===== src/fhp_pkg.sv =====
// constants, types and register map of the frame header parser
package fhp_pkg;
   // register byte offsets on the avalon slave
   localparam logic [7:0] REG_CTRL = 8'h00;
   localparam logic [7:0] REG_STATUS = 8'h04;
   localparam logic [7:0] REG_FCF = 8'h08;
   localparam logic [7:0] REG_DATA = 8'h0c;
   localparam logic [7:0] REG_PAN = 8'h10;
   localparam logic [7:0] REG_SHORT = 8'h14;
   localparam logic [7:0] REG_EXT_LO = 8'h18;
   localparam logic [7:0] REG_EXT_HI = 8'h1c;
   // control register bit positions
   localparam int CTRL_AACK = 0;
   localparam int CTRL_ARET = 1;
   localparam int CTRL_UPLD = 2;
   localparam int CTRL_PEND = 3;
   localparam int CTRL_FVN_LSB = 4;
   localparam int CTRL_TX_GO = 6;
   localparam int CTRL_PTR_CLR = 7;
   localparam logic [1:0] FVN_MODE_RESET = 2'h1;
   // status register bit positions
   localparam int ST_CLS_LSB = 0;
   localparam int ST_RX_DONE = 2;
   localparam int ST_TX_DONE = 3;
   localparam int ST_ACK_OK = 4;
   localparam int ST_NO_ACK = 5;
   localparam int ST_BUSY = 6;
   // frame control field positions
   localparam int FCF_PEND = 4;
   localparam int FCF_ACK_REQ = 5;
   localparam int FCF_INTRA = 6;
   localparam int FCF_DST_LSB = 10;
   localparam int FCF_VER_LSB = 12;
   localparam int FCF_SRC_LSB = 14;
   // frame types, address modes and length classes
   localparam logic [2:0] TYPE_DATA = 3'h1;
   localparam logic [2:0] TYPE_ACK = 3'h2;
   localparam logic [2:0] TYPE_CMD = 3'h3;
   localparam logic [1:0] AM_NONE = 2'h0;
   localparam logic [1:0] AM_SHORT = 2'h2;
   localparam logic [1:0] AM_EXT = 2'h3;
   localparam logic [1:0] CLS_RESERVED = 2'h0;
   localparam logic [1:0] CLS_ACK = 2'h1;
   localparam logic [1:0] CLS_MPDU = 2'h2;
   localparam logic [6:0] LEN_ACK = 7'h05;
   localparam logic [6:0] LEN_MPDU_MIN = 7'h09;
   localparam logic [7:0] CMD_DATA_REQ = 8'h04;
   localparam logic [15:0] ID_BCAST = 16'hffff;
   // buffer indexes: phr, fcf low, fcf high, sequence, first address byte
   localparam logic [6:0] IDX_FCF_LO = 7'h01;
   localparam logic [6:0] IDX_FCF_HI = 7'h02;
   localparam logic [6:0] IDX_SEQ = 7'h03;
   localparam logic [6:0] IDX_ADDR = 7'h04;
   // acknowledge wait in the auto retry transmit mode
   localparam int CLK_MHZ = 50;
   localparam int ACK_WAIT_US = 864;
   localparam int ACK_WAIT_CYCLES = ACK_WAIT_US * CLK_MHZ;

   typedef enum logic [2:0] {ST_IDLE, ST_RX_BODY, ST_RX_EVAL, ST_TX_SEND, ST_ACK_WAIT} fhp_state_e;
   typedef logic [127:0][7:0] fhp_mem_t;

   typedef struct packed {
      logic read;
      logic write;
      logic [7:0] address;
      logic [31:0] writedata;
   } fhp_avm_req_s;

   typedef struct packed {
      logic valid;
      logic first;
      logic [7:0] data;
   } fhp_byte_s;

   typedef struct packed {
      logic req;
      logic [15:0] fcf;
      logic [7:0] seq;
   } fhp_ack_s;
endpackage


===== src/fhp_frame_header_parser.sv =====
// frame header parser: buffer, header decode, receive filter, ack and retry control
//
// Added by the designer: the Avalon-MM register port and the register offsets.
`timescale 1ns/1ps
module fhp_frame_header_parser #(
   parameter int ACK_WAIT_CYCLES = fhp_pkg::ACK_WAIT_CYCLES
) (
   input wire logic ref_clk,
   input wire logic rst_n,
   input wire fhp_pkg::fhp_avm_req_s avm_req,
   output logic [31:0] avm_readdata,
   output logic avm_waitrequest,
   input wire fhp_pkg::fhp_byte_s rx_in,
   output fhp_pkg::fhp_byte_s tx_out,
   input wire logic tx_ready,
   output fhp_pkg::fhp_ack_s ack_out,
   output logic rx_start_pulse,
   output logic rx_frame_pulse
);

   typedef struct packed {
      fhp_pkg::fhp_state_e state;
      logic waitreq;
      logic [31:0] rdata;
      logic auto_ack_receive_mode;
      logic auto_retry_transmit_mode;
      logic reserved_type_upload_enable;
      logic ack_pending_value;
      logic [1:0] version_accept_mode;
      logic [15:0] pan_id;
      logic [15:0] short_addr;
      logic [63:0] ext_addr;
      fhp_pkg::fhp_mem_t mem;
      logic [6:0] rd_ptr;
      logic [6:0] wr_ptr;
      logic [6:0] rx_len;
      logic [6:0] rx_cnt;
      logic [6:0] tx_idx;
      logic [7:0] tx_seq;
      logic aret_wait;
      logic [15:0] timer;
      logic [1:0] len_class;
      logic [15:0] last_fcf;
      logic [7:0] last_seq;
      logic rx_done;
      logic tx_done;
      logic ack_ok;
      logic no_ack;
      fhp_pkg::fhp_byte_s tx;
      fhp_pkg::fhp_ack_s ack;
      logic rx_start;
      logic rx_frame;
   } fhp_core_s;

   fhp_core_s s_reg;
   fhp_core_s s_next;

   // bytes taken by an address field with its pan id, by mode
   function automatic logic [6:0] fhp_addr_len(input logic [1:0] mode);
      case (mode)
         fhp_pkg::AM_SHORT: fhp_addr_len = 7'h04;
         fhp_pkg::AM_EXT: fhp_addr_len = 7'h0a;
         default: fhp_addr_len = 7'h00;
      endcase
   endfunction

   // little-endian 16-bit field from two buffer bytes
   function automatic logic [15:0] fhp_get16(input fhp_pkg::fhp_mem_t m, input logic [6:0] idx);
      fhp_get16 = {m[7'(idx + 7'h01)], m[idx]};
   endfunction

   // little-endian 64-bit field from eight buffer bytes
   function automatic logic [63:0] fhp_get64(input fhp_pkg::fhp_mem_t m, input logic [6:0] idx);
      logic [63:0] v;
      v = '0;
      for (int i = 0; i < 8; i++) begin
         v[8*i +: 8] = m[7'(idx + 7'(i))];
      end
      fhp_get64 = v;
   endfunction

   // length class of a psdu length
   function automatic logic [1:0] fhp_len_class(input logic [6:0] len);
      if (len == fhp_pkg::LEN_ACK) begin
         fhp_len_class = fhp_pkg::CLS_ACK;
      end else if (len >= fhp_pkg::LEN_MPDU_MIN) begin
         fhp_len_class = fhp_pkg::CLS_MPDU;
      end else begin
         fhp_len_class = fhp_pkg::CLS_RESERVED;
      end
   endfunction

   logic bus_req;
   logic bus_take;
   logic [31:0] rd_mux;
   logic [15:0] fcf;
   logic [2:0] ftype;
   logic [1:0] dst_mode;
   logic [1:0] src_mode;
   logic [1:0] fver;
   logic [6:0] src_len;
   logic [6:0] pay_idx;
   logic [15:0] dst_pan;
   logic [15:0] dst_short;
   logic type_ok;
   logic ver_ok;
   logic addr_ok;
   logic bcast;
   logic pass;
   logic data_req;
   logic want_ack;

   // header decode of the frame held in the buffer
   always_comb begin
      fcf = fhp_get16(s_reg.mem, fhp_pkg::IDX_FCF_LO);
      ftype = fcf[2:0];
      dst_mode = fcf[fhp_pkg::FCF_DST_LSB +: 2];
      src_mode = fcf[fhp_pkg::FCF_SRC_LSB +: 2];
      fver = fcf[fhp_pkg::FCF_VER_LSB +: 2];
      // source pan id dropped when compressed and both addresses present
      src_len = fhp_addr_len(src_mode);
      if (fcf[fhp_pkg::FCF_INTRA] && dst_mode != fhp_pkg::AM_NONE
            && src_len != 7'h00) begin
         src_len = 7'(src_len - 7'h02);
      end
      pay_idx = 7'(fhp_pkg::IDX_ADDR + fhp_addr_len(dst_mode) + src_len);
      dst_pan = fhp_get16(s_reg.mem, fhp_pkg::IDX_ADDR);
      dst_short = fhp_get16(s_reg.mem, 7'(fhp_pkg::IDX_ADDR + 7'h02));
      // reserved types only with upload enabled
      type_ok = (ftype <= fhp_pkg::TYPE_CMD)
         || s_reg.reserved_type_upload_enable;
      // mode 3 takes any version, else versions up to the mode
      ver_ok = (s_reg.version_accept_mode == 2'h3)
         || (fver <= s_reg.version_accept_mode);
      bcast = (dst_mode == fhp_pkg::AM_SHORT) && (dst_short == fhp_pkg::ID_BCAST);
      case (dst_mode)
         fhp_pkg::AM_SHORT: begin
            addr_ok = (dst_pan == s_reg.pan_id || dst_pan == fhp_pkg::ID_BCAST)
               && (dst_short == s_reg.short_addr || bcast);
         end
         fhp_pkg::AM_EXT: begin
            addr_ok = (dst_pan == s_reg.pan_id || dst_pan == fhp_pkg::ID_BCAST)
               && (fhp_get64(s_reg.mem, 7'(fhp_pkg::IDX_ADDR + 7'h02)) == s_reg.ext_addr);
         end
         fhp_pkg::AM_NONE: begin
            // only a source: its pan id must be ours
            addr_ok = (src_mode == fhp_pkg::AM_NONE) || (dst_pan == s_reg.pan_id);
         end
         default: addr_ok = 1'b0;
      endcase
      // filtering applies only in the auto ack receive mode
      if (s_reg.auto_ack_receive_mode) begin
         pass = type_ok && ver_ok && addr_ok
            && (fhp_len_class(s_reg.rx_len) != fhp_pkg::CLS_RESERVED);
      end else begin
         pass = 1'b1;
      end
      data_req = (ftype == fhp_pkg::TYPE_CMD) && (s_reg.mem[pay_idx] == fhp_pkg::CMD_DATA_REQ);
      want_ack = s_reg.auto_ack_receive_mode && pass && fcf[fhp_pkg::FCF_ACK_REQ] && !bcast
         && (ftype == fhp_pkg::TYPE_DATA || ftype == fhp_pkg::TYPE_CMD);
   end

   // register read mux; reserved bits read zero
   always_comb begin
      rd_mux = 32'h0000_0000;
      case (avm_req.address)
         fhp_pkg::REG_CTRL: begin
            rd_mux[fhp_pkg::CTRL_AACK] = s_reg.auto_ack_receive_mode;
            rd_mux[fhp_pkg::CTRL_ARET] = s_reg.auto_retry_transmit_mode;
            rd_mux[fhp_pkg::CTRL_UPLD] = s_reg.reserved_type_upload_enable;
            rd_mux[fhp_pkg::CTRL_PEND] = s_reg.ack_pending_value;
            rd_mux[fhp_pkg::CTRL_FVN_LSB +: 2] = s_reg.version_accept_mode;
         end
         fhp_pkg::REG_STATUS: begin
            rd_mux[fhp_pkg::ST_CLS_LSB +: 2] = s_reg.len_class;
            rd_mux[fhp_pkg::ST_RX_DONE] = s_reg.rx_done;
            rd_mux[fhp_pkg::ST_TX_DONE] = s_reg.tx_done;
            rd_mux[fhp_pkg::ST_ACK_OK] = s_reg.ack_ok;
            rd_mux[fhp_pkg::ST_NO_ACK] = s_reg.no_ack;
            rd_mux[fhp_pkg::ST_BUSY] = (s_reg.state != fhp_pkg::ST_IDLE);
         end
         fhp_pkg::REG_FCF: rd_mux[23:0] = {s_reg.last_seq, s_reg.last_fcf};
         fhp_pkg::REG_DATA: rd_mux[7:0] = s_reg.mem[s_reg.rd_ptr];
         fhp_pkg::REG_PAN: rd_mux[15:0] = s_reg.pan_id;
         fhp_pkg::REG_SHORT: rd_mux[15:0] = s_reg.short_addr;
         fhp_pkg::REG_EXT_LO: rd_mux = s_reg.ext_addr[31:0];
         fhp_pkg::REG_EXT_HI: rd_mux = s_reg.ext_addr[63:32];
         default: rd_mux = 32'h0000_0000;
      endcase
   end

   // next state: bus access first so hardware events set after a clear
   always_comb begin
      s_next = s_reg;
      s_next.rx_start = 1'b0;
      s_next.rx_frame = 1'b0;
      s_next.ack.req = 1'b0;
      bus_req = avm_req.read | avm_req.write;
      bus_take = bus_req & ~s_reg.waitreq;
      // one wait cycle, then a single ready cycle per request
      s_next.waitreq = ~(bus_req & s_reg.waitreq);
      if (avm_req.read && s_reg.waitreq) begin
         s_next.rdata = rd_mux;
      end
      if (bus_take && avm_req.read && avm_req.address == fhp_pkg::REG_DATA) begin
         s_next.rd_ptr = 7'(s_reg.rd_ptr + 7'h01);
      end
      if (bus_take && avm_req.write) begin
         case (avm_req.address)
            fhp_pkg::REG_CTRL: begin
               s_next.auto_ack_receive_mode = avm_req.writedata[fhp_pkg::CTRL_AACK];
               s_next.auto_retry_transmit_mode = avm_req.writedata[fhp_pkg::CTRL_ARET];
               s_next.reserved_type_upload_enable = avm_req.writedata[fhp_pkg::CTRL_UPLD];
               s_next.ack_pending_value = avm_req.writedata[fhp_pkg::CTRL_PEND];
               s_next.version_accept_mode = avm_req.writedata[fhp_pkg::CTRL_FVN_LSB +: 2];
               if (avm_req.writedata[fhp_pkg::CTRL_PTR_CLR]) begin
                  s_next.rd_ptr = 7'h00;
                  s_next.wr_ptr = 7'h00;
               end
               // start sending the buffer, phr first
               if (avm_req.writedata[fhp_pkg::CTRL_TX_GO] && s_reg.state == fhp_pkg::ST_IDLE) begin
                  s_next.state = fhp_pkg::ST_TX_SEND;
                  s_next.tx_idx = 7'h00;
                  s_next.tx.valid = 1'b1;
                  s_next.tx.first = 1'b1;
                  s_next.tx.data = s_reg.mem[0];
               end
            end
            fhp_pkg::REG_STATUS: begin
               // write one to clear
               s_next.rx_done = s_reg.rx_done & ~avm_req.writedata[fhp_pkg::ST_RX_DONE];
               s_next.tx_done = s_reg.tx_done & ~avm_req.writedata[fhp_pkg::ST_TX_DONE];
               s_next.ack_ok = s_reg.ack_ok & ~avm_req.writedata[fhp_pkg::ST_ACK_OK];
               s_next.no_ack = s_reg.no_ack & ~avm_req.writedata[fhp_pkg::ST_NO_ACK];
            end
            fhp_pkg::REG_DATA: begin
               // first byte after a pointer clear is the length octet
               s_next.mem[s_reg.wr_ptr] = avm_req.writedata[7:0];
               s_next.wr_ptr = 7'(s_reg.wr_ptr + 7'h01);
            end
            fhp_pkg::REG_PAN: s_next.pan_id = avm_req.writedata[15:0];
            fhp_pkg::REG_SHORT: s_next.short_addr = avm_req.writedata[15:0];
            fhp_pkg::REG_EXT_LO: s_next.ext_addr[31:0] = avm_req.writedata;
            fhp_pkg::REG_EXT_HI: s_next.ext_addr[63:32] = avm_req.writedata;
            default: s_next.ext_addr = s_reg.ext_addr; // unmapped write ignored
         endcase
      end

      case (s_reg.state)
         fhp_pkg::ST_IDLE, fhp_pkg::ST_ACK_WAIT: begin
            if (s_reg.state == fhp_pkg::ST_ACK_WAIT) begin
               if (s_reg.timer == 16'h0000) begin
                  s_next.state = fhp_pkg::ST_IDLE;
                  s_next.aret_wait = 1'b0;
                  s_next.no_ack = 1'b1;
                  s_next.tx_done = 1'b1;
               end else begin
                  s_next.timer = 16'(s_reg.timer - 16'h0001);
               end
            end
            // zero length is an invalid phr and is never signalled
            if (rx_in.valid && rx_in.first && rx_in.data[6:0] != 7'h00) begin
               s_next.mem[0] = rx_in.data;
               s_next.rx_len = rx_in.data[6:0];
               s_next.rx_cnt = 7'h00;
               s_next.rx_start = 1'b1;
               s_next.state = fhp_pkg::ST_RX_BODY;
            end
         end
         fhp_pkg::ST_RX_BODY: begin
            if (rx_in.valid) begin
               s_next.mem[7'(s_reg.rx_cnt + 7'h01)] = rx_in.data;
               s_next.rx_cnt = 7'(s_reg.rx_cnt + 7'h01);
               if (7'(s_reg.rx_cnt + 7'h01) == s_reg.rx_len) begin
                  s_next.state = fhp_pkg::ST_RX_EVAL;
               end
            end
         end
         fhp_pkg::ST_RX_EVAL: begin
            if (s_reg.aret_wait) begin
               // only a matching ack ends the wait; anything else is dropped
               if (s_reg.rx_len == fhp_pkg::LEN_ACK && ftype == fhp_pkg::TYPE_ACK
                     && s_reg.mem[fhp_pkg::IDX_SEQ] == s_reg.tx_seq) begin
                  s_next.state = fhp_pkg::ST_IDLE;
                  s_next.aret_wait = 1'b0;
                  s_next.ack_ok = 1'b1;
                  s_next.tx_done = 1'b1;
               end else begin
                  s_next.state = fhp_pkg::ST_ACK_WAIT;
               end
            end else begin
               s_next.state = fhp_pkg::ST_IDLE;
               if (pass) begin
                  s_next.rx_frame = 1'b1;
                  s_next.rx_done = 1'b1;
                  s_next.len_class = fhp_len_class(s_reg.rx_len);
                  s_next.last_fcf = fcf;
                  s_next.last_seq = s_reg.mem[fhp_pkg::IDX_SEQ];
                  s_next.rd_ptr = 7'h00;
               end
               // ack sent straight after the frame, well inside the turnaround
               if (want_ack) begin
                  s_next.ack.req = 1'b1;
                  s_next.ack.fcf = 16'h0000;
                  s_next.ack.fcf[2:0] = fhp_pkg::TYPE_ACK;
                  s_next.ack.fcf[fhp_pkg::FCF_PEND] =
                     s_reg.ack_pending_value & data_req;
                  s_next.ack.fcf[fhp_pkg::FCF_VER_LSB +: 2] = 2'h0;
                  s_next.ack.seq = s_reg.mem[fhp_pkg::IDX_SEQ];
               end
            end
         end
         fhp_pkg::ST_TX_SEND: begin
            if (tx_ready && s_reg.tx.valid) begin
               s_next.tx.first = 1'b0;
               // phr plus low seven bits worth of psdu; bit 7 goes out untouched
               if (s_reg.tx_idx == s_reg.mem[0][6:0]) begin
                  s_next.tx.valid = 1'b0;
                  if (s_reg.auto_retry_transmit_mode
                        && s_reg.mem[fhp_pkg::IDX_FCF_LO][fhp_pkg::FCF_ACK_REQ]) begin
                     s_next.state = fhp_pkg::ST_ACK_WAIT;
                     s_next.aret_wait = 1'b1;
                     s_next.timer = 16'(ACK_WAIT_CYCLES);
                     s_next.tx_seq = s_reg.mem[fhp_pkg::IDX_SEQ];
                  end else begin
                     s_next.state = fhp_pkg::ST_IDLE;
                     s_next.tx_done = 1'b1;
                  end
               end else begin
                  s_next.tx_idx = 7'(s_reg.tx_idx + 7'h01);
                  s_next.tx.data = s_reg.mem[7'(s_reg.tx_idx + 7'h01)];
               end
            end
         end
         default: s_next.state = fhp_pkg::ST_IDLE;
      endcase
   end

   // state register, synchronous reset
   always_ff @(posedge ref_clk) begin
      if (!rst_n) begin
         s_reg <= '0;
         s_reg.state <= fhp_pkg::ST_IDLE;
         s_reg.waitreq <= 1'b1;
         s_reg.version_accept_mode <= fhp_pkg::FVN_MODE_RESET;
      end else begin
         s_reg <= s_next;
      end
   end

   // outputs straight from the state flops
   assign avm_readdata = s_reg.rdata;
   assign avm_waitrequest = s_reg.waitreq;
   assign tx_out = s_reg.tx;
   assign ack_out = s_reg.ack;
   assign rx_start_pulse = s_reg.rx_start;
   assign rx_frame_pulse = s_reg.rx_frame;

endmodule


===== config.mk =====
export PLATFORM = sky130hd
export DESIGN_NAME = fhp_frame_header_parser
export DESIGN_NICKNAME = d
export VERILOG_FILES = /design/src/fhp_pkg.sv /design/src/fhp_frame_header_parser.sv
export SDC_FILE = /design/constraint.sdc
export NUM_CORES = 2
export LEC_CHECK = 0
export BUFFER_PORTS_ARGS = -buffer_cell sky130_fd_sc_hd__buf_2
export CAP_MARGIN = 5
export CORE_MARGIN = 2
export CORE_UTILIZATION = 50
export CTS_BUF_LIST = sky130_fd_sc_hd__clkbuf_4
export DETAILED_ROUTE_END_ITERATION = 7
export PLACE_DENSITY = 0.62
export SKIP_CTS_REPAIR_TIMING = 1
export SLEW_MARGIN = 30
export SYNTH_ARGS = -nofsm -noshare
export SYNTH_HDL_FRONTEND = slang
export SYNTH_SLANG_ARGS = --single-unit

===== constraint.sdc =====
create_clock -name ref_clk -period 4.7 [get_ports ref_clk]
set_input_delay 0.235 -clock ref_clk [delete_from_list [all_inputs] [get_ports ref_clk]]
set_output_delay 0.235 -clock ref_clk [all_outputs]
set_load 0.05 [all_outputs]

After elaboration in Yosys (flattened, before gate mapping)
Cells that the tools add are included.
Storage, ports and cells
  register bits after elaboration: 1275
  input bits: 55
  output and inout port bits: 70
Cells by class
  add/sub/neg operators: 8
  order comparisons: 10
  equal/unequal tests: 38
  muxes and demuxes: 97
  bitwise operators: 17
  reductions and logical operators: 63
Operator list (number)
  bitwise mux 1024 bit: 2
  two-way mux 1024 bit: 2
  two-way mux 1038 bit: 1
  two-way mux 1016 bit: 1
  binary-select mux 8 bit (select 7 bit): 3
  demux 8 bit (select 7 bit): 2
  two-way mux 7 bit: 12
  two-way mux 25 bit: 3
  == test 64 bit: 1
  two-way mux 8 bit: 7
  case mux 6 bit (8 select lines): 1
  < comparator 7 x 8 -> 1 bit, second input constant: 5
  two-way mux 10 bit: 4
  case mux 8 bit (5 select lines): 1
  two-way mux 3 bit: 13
  == test 16 bit: 2
  == test 16 bit, second input constant: 2
  == test 8 x 5 -> 1 bit, second input constant: 4
  two-way mux 32 bit: 1
  case mux 16 bit (2 select lines): 1
  case mux 8 bit (2 select lines): 2
  adder 7 x 1 -> 7 bit, second input constant: 4
  two-way mux 14 bit: 2
  case mux 7 bit (2 select lines): 2
  49 further kinds: 155

Logic depth before layout (Yosys ltp)
  word-level depth: 13
  depth in mapped cells: 20

Worst setup path after synthesis
No wires, ideal clock.
  path type: register to register
  from: reg s_reg, in the netlist fcf[14]
  to: reg s_reg, in the netlist ack_out[12]
  setup time: 0.092 ns
  arrival: 4.207 ns
  data required time: 4.608 ns
  path slack: 0.401 ns
  cell stages (with the launch flop): 18
  path buffers: 4
  clock period less this slack: 4.299 ns
  cells stage by stage: dfxtp_1 buf_2 nand2b_1 ha_1 nor3b_1 mux2_2 ha_1 inv_1 ha_1 inv_1 fa_1 clkbuf_1 buf_1 buf_1 a311oi_1 a2111oi_0 o41ai_1 o32ai_1
On the way
  word-level cells in the longest chain between the ends: 11
  elaborated cells between the ends (all ways): 24
  those cells by class: add/sub (2); eq/ne (3); mux (6); bitwise (1); reduce/logical (12)
RTL lines
  start: declaration: RTL line fhp_frame_header_parser.sv:55  | fhp_core_s s_reg;
  start signal: assignment: RTL line fhp_frame_header_parser.sv:347  | s_reg <= s_next;
  branches (longest 11 deep; another with subtractor 7 x 2 -> 7 bit)
Several ways; the timed one is not identified. The select of a mux whose other input is x is not followed.
A chain may end at the register's enable or synchronous reset.

Worst setup path in the final report
Ends and elaborated chain as after synthesis.

==> impl_metrics.csv <==
group,metric,value,unit
clock_tree,cts_root_buf,"clkbuf_4",
grt,grt_pass1_vias,73200,
sta,maxSlewViolCount,0,
critical_path,crit_top_cell,"inv_1",
synth,syn_area_per_cell,8.99,um^2
sta,whs,-0.0613,ns
sta,finalHoldViolCount,11,
cells_and_area,largest_register_ffs,1171,
critical_path,criticalPathCategory,"reg2reg",
synth,yosysWarnings,0,
critical_path,critical_path_depth,19,
synth,synth_area,78000,um^2
synth,syn_inst,8680,
synth,post-synth-top-area-cell,"dfxtp_1",
clock_tree,clockBufferDepth,4,
clock_tree,cts.sinks,1275,
clock_tree,htreeDepth,5,
synth,async_flop_share,0,%
detailed_routing,drt-initial-drc-count,13500,
clock_tree,cts_buffers,381,
sta,tns,0,ns
cells_and_area,drive_above_1_share,21.2,%
die,die_h,399,um
critical_path,startpoint_type,"flop",
synth,yosys.area_share.simple,18.9,%
synth,synth_ff_type,"dfxtp_1",
synth,synth_edf_count,0,
cells_and_area,nets,8754,
critical_path,slowest_delay,0.51,ns
synth,synthXorXnorAreaFrac,1.76,%
synth,ys_ff_latch,1275,
die,die-area,159000,um^2
synth,synth_area_leaders,"dfxtp_1 33%, mux4_2 19%, a311oi_1 6.6%",
die,start_util,50.5,%
critical_path,crit_chain,"nand2b_1 -> ha_1 -> nor3b_2 -> mux2_2 -> ha_1 -> inv_1 -> ha_4 -> inv_1 -> fa_2 -> inv_1 -> xnor2_4 -> buf_4 -> mux2i_1 -> a211o_1 -> nor3_2 -> a2111oi_4 -> buf_4 -> o41ai_2 -> o32ai_1",
synth,yosys-top-cells-count,"1275 x dfxtp_1, 1258 x nor2_1, 1134 x nand2_1, 741 x clkbuf_1, 660 x mux4_2",
critical_path,cp_top_family,"compound AO/OA/AOI/OAI gates",
critical_path,reg2reg_from,"fcf[14]",
outcome,violations,"negative hold slack",
placement,dp_hpwl,270000,um
placement,gp_congestion,1.06,
detailed_routing,drc,0,
die,std_cell_rows,144,
clock_tree,path_clk_slew,0.07,ns
detailed_routing,wirelength,404000,um
critical_path,cp_slowest_cell,"a2111oi_4",
synth,synth_compound_area_share,15.6,%
die,core,154000,um^2
sta,final.period_utilization,98.3,%
power_and_ir_drop,leakage,28.8,nW
critical_path,cp_max_fo,9,
critical_path,critPathBufInv,5,
critical_path,cp.arrival,5.97,ns
die,ioPinCount,125,
grt,overflow,0,
worst_hold_path,hp-class,"in2reg",
detailed_routing,drt-pass1-iter-count,8,
clock_tree,cts_tree,"built",
synth,yosysMostFrequentCell,"dfxtp_1",
critical_path,cp.required,6.04,ns
sta,setup_viol,0,
placement,port_buffers,110,
power_and_ir_drop,powerDensity,266,nW/um^2
critical_path,crit_start,"fcf[14]",
grt,gr-usage-all-layers,48.5,%
detailed_routing,antenna_left,0,
critical_path,r2r_slack,0.08,ns
placement,dp_cells,10200,
synth,synth_top_family_by_area,"multiplexers",
cells_and_area,utilization,56.3,%
grt,antenna_found_initial,39,
detailed_routing,wl_per_cell,36.7,um
cells_and_area,n_fill_cell,14000,
clock_tree,insertion_delay,1.50,ns
grt,grt_max_degree,145,
power_and_ir_drop,max-vdd-ir-drop,0.000302,V
synth,netlist.area_leader.share,32.7,%
critical_path,regToRegEndpoint,"ack_out[12]",
sta,finClkSkew,0.0946,ns
critical_path,reg2reg_depth,19,
grt,grt_pass1_wl,555000,um
synth,synth.area.mux_share,25.3,%
synth,yosysUniqueCellTypes,90,
critical_path,end_kind,"flop",
detailed_routing,viasPerCell,7.43,
die,die_w,399,um
cells_and_area,final_cells,11000,
outcome,outcome,"finished, violations left",
sta,max_freq,0.216,GHz
detailed_routing,num_vias,81800,
sta,period_needed,4.62,ns
job,maxCapViolCount,0,
cells_and_area,seqCellArea,25500,um^2
cells_and_area,syn_to_final_growth,11.5,%
critical_path,critical_path.endpoint,"ack_out[12]",
sta,worst_slew_pin_slew,1.17,ns
synth,synthAdderAreaFrac,0.250,%
cells_and_area,multi_input_area,48900,um^2
sta,relSlewSlack,21.9,%
synth,ys_seq_area_share,32.7,%
power breakdown:
group          total [mW]  switching [mW]  leakage (nW)  internal [mW]
clock network        10.8            5.38          2.74           5.47
logic                1.38            1.11          15.8          0.268
registers            10.9          0.0438          10.3           10.8
tightest hold or removal path: cells and delay by family:
family / cells / cell delay, ns
AOI/OAI and AO/OA: 1 / 0.05
buffers and inverters: 3 / 0.91
and+or+nand+nor: 1 / 0.14
cell families (layout without fill, tap and decap cells):
| kind of cell | after synthesis | in the layout |
|---|---|---|
| compound gates | 1686 | 1686 |
| xor+xnor | 155 | 155 |
| fa+ha+maj | 15 | 15 |
| buf+inv | 1001 | 1243 |
| flops | 1275 | 1275 |
| mux | 1142 | 1142 |
| other cells | 1 | 44 |
| simple gates | 3405 | 3405 |
stage by stage:
step	worst slack [ns]	cell area (um^2)	hold slack (ns)	total power [mW]
global route	-0.0191	86900	-0.0299	23.6
finish	0.0784	87000	-0.0613	23.1
detailed placement	-0.221	80700	0.463	12.3
global placement	-0.887	80700	0.452	12.3
floorplan	0.401	78000	0.351	11.7
CTS	-0.319	85300	-1.01	22.8
routing by layer:
layer  global-route usage (%)  vias to the layer above  share of wire [%]
li1                         -                    32800                  -
met1                     61.4                    39800                 35
met2                     69.1                     7253                 41
met3                     17.9                     1834                 15
met4                     31.8                       37                8.3
met5                    0.878                        -               0.12
cells in the final DEF, fill, tap and decap left out, types with 34 or more instances in the layout:
cell type,Yosys,layout
dfxtp_1,1275,1269
nor2_1,1258,1243
nand2_1,1134,1133
mux4_2,660,660
a311oi_1,585,585
clkbuf_4,0,557
nand3_1,559,556
mux2i_1,432,432
a211oi_1,317,317
a21oi_1,309,308
buf_4,75,297
o21ai_0,242,241
nor3_1,147,132
dlygate4sd3_1,0,121
xnor2_1,114,113
buf_2,100,93
clkinv_1,1,63
buf_12,0,58
mux2_2,48,48
nand4_1,46,46
nor4_1,56,43
xor2_1,39,36
a222oi_1,36,36
a221oi_1,34,34
final cells by class:
cell class | count | share of cell area [%]
multi-input combinational | 6417 | 56.2
sequential | 1275 | 29.4
timing repair buffer | 587 | 6.08
clock buffer | 557 | 4.81
tap | 2044 | 2.94
clock inverter | 77 | 0.404
inverter | 22 | 0.108
antenna | 30 | 0.0863
how the worst min path moves through the flow:
stage / from / to / slack [ns] / cells past startpoint
6_report: rx_in[3] / s_reg[874] / -0.06 / 5
3_3_place_gp: s_reg[54] / s_reg[54] / 0.45 / 2
2_1_floorplan: avm_req[41] / avm_waitrequest / 0.35 / 1
5_1_grt: rx_in[3] / s_reg[874] / -0.03 / 5
4_1_cts: avm_req[40] / avm_waitrequest / -1.01 / 2
3_5_place_dp: s_reg[52] / s_reg[52] / 0.46 / 2
No activity file was read; power rests on OpenSTA's default activity.
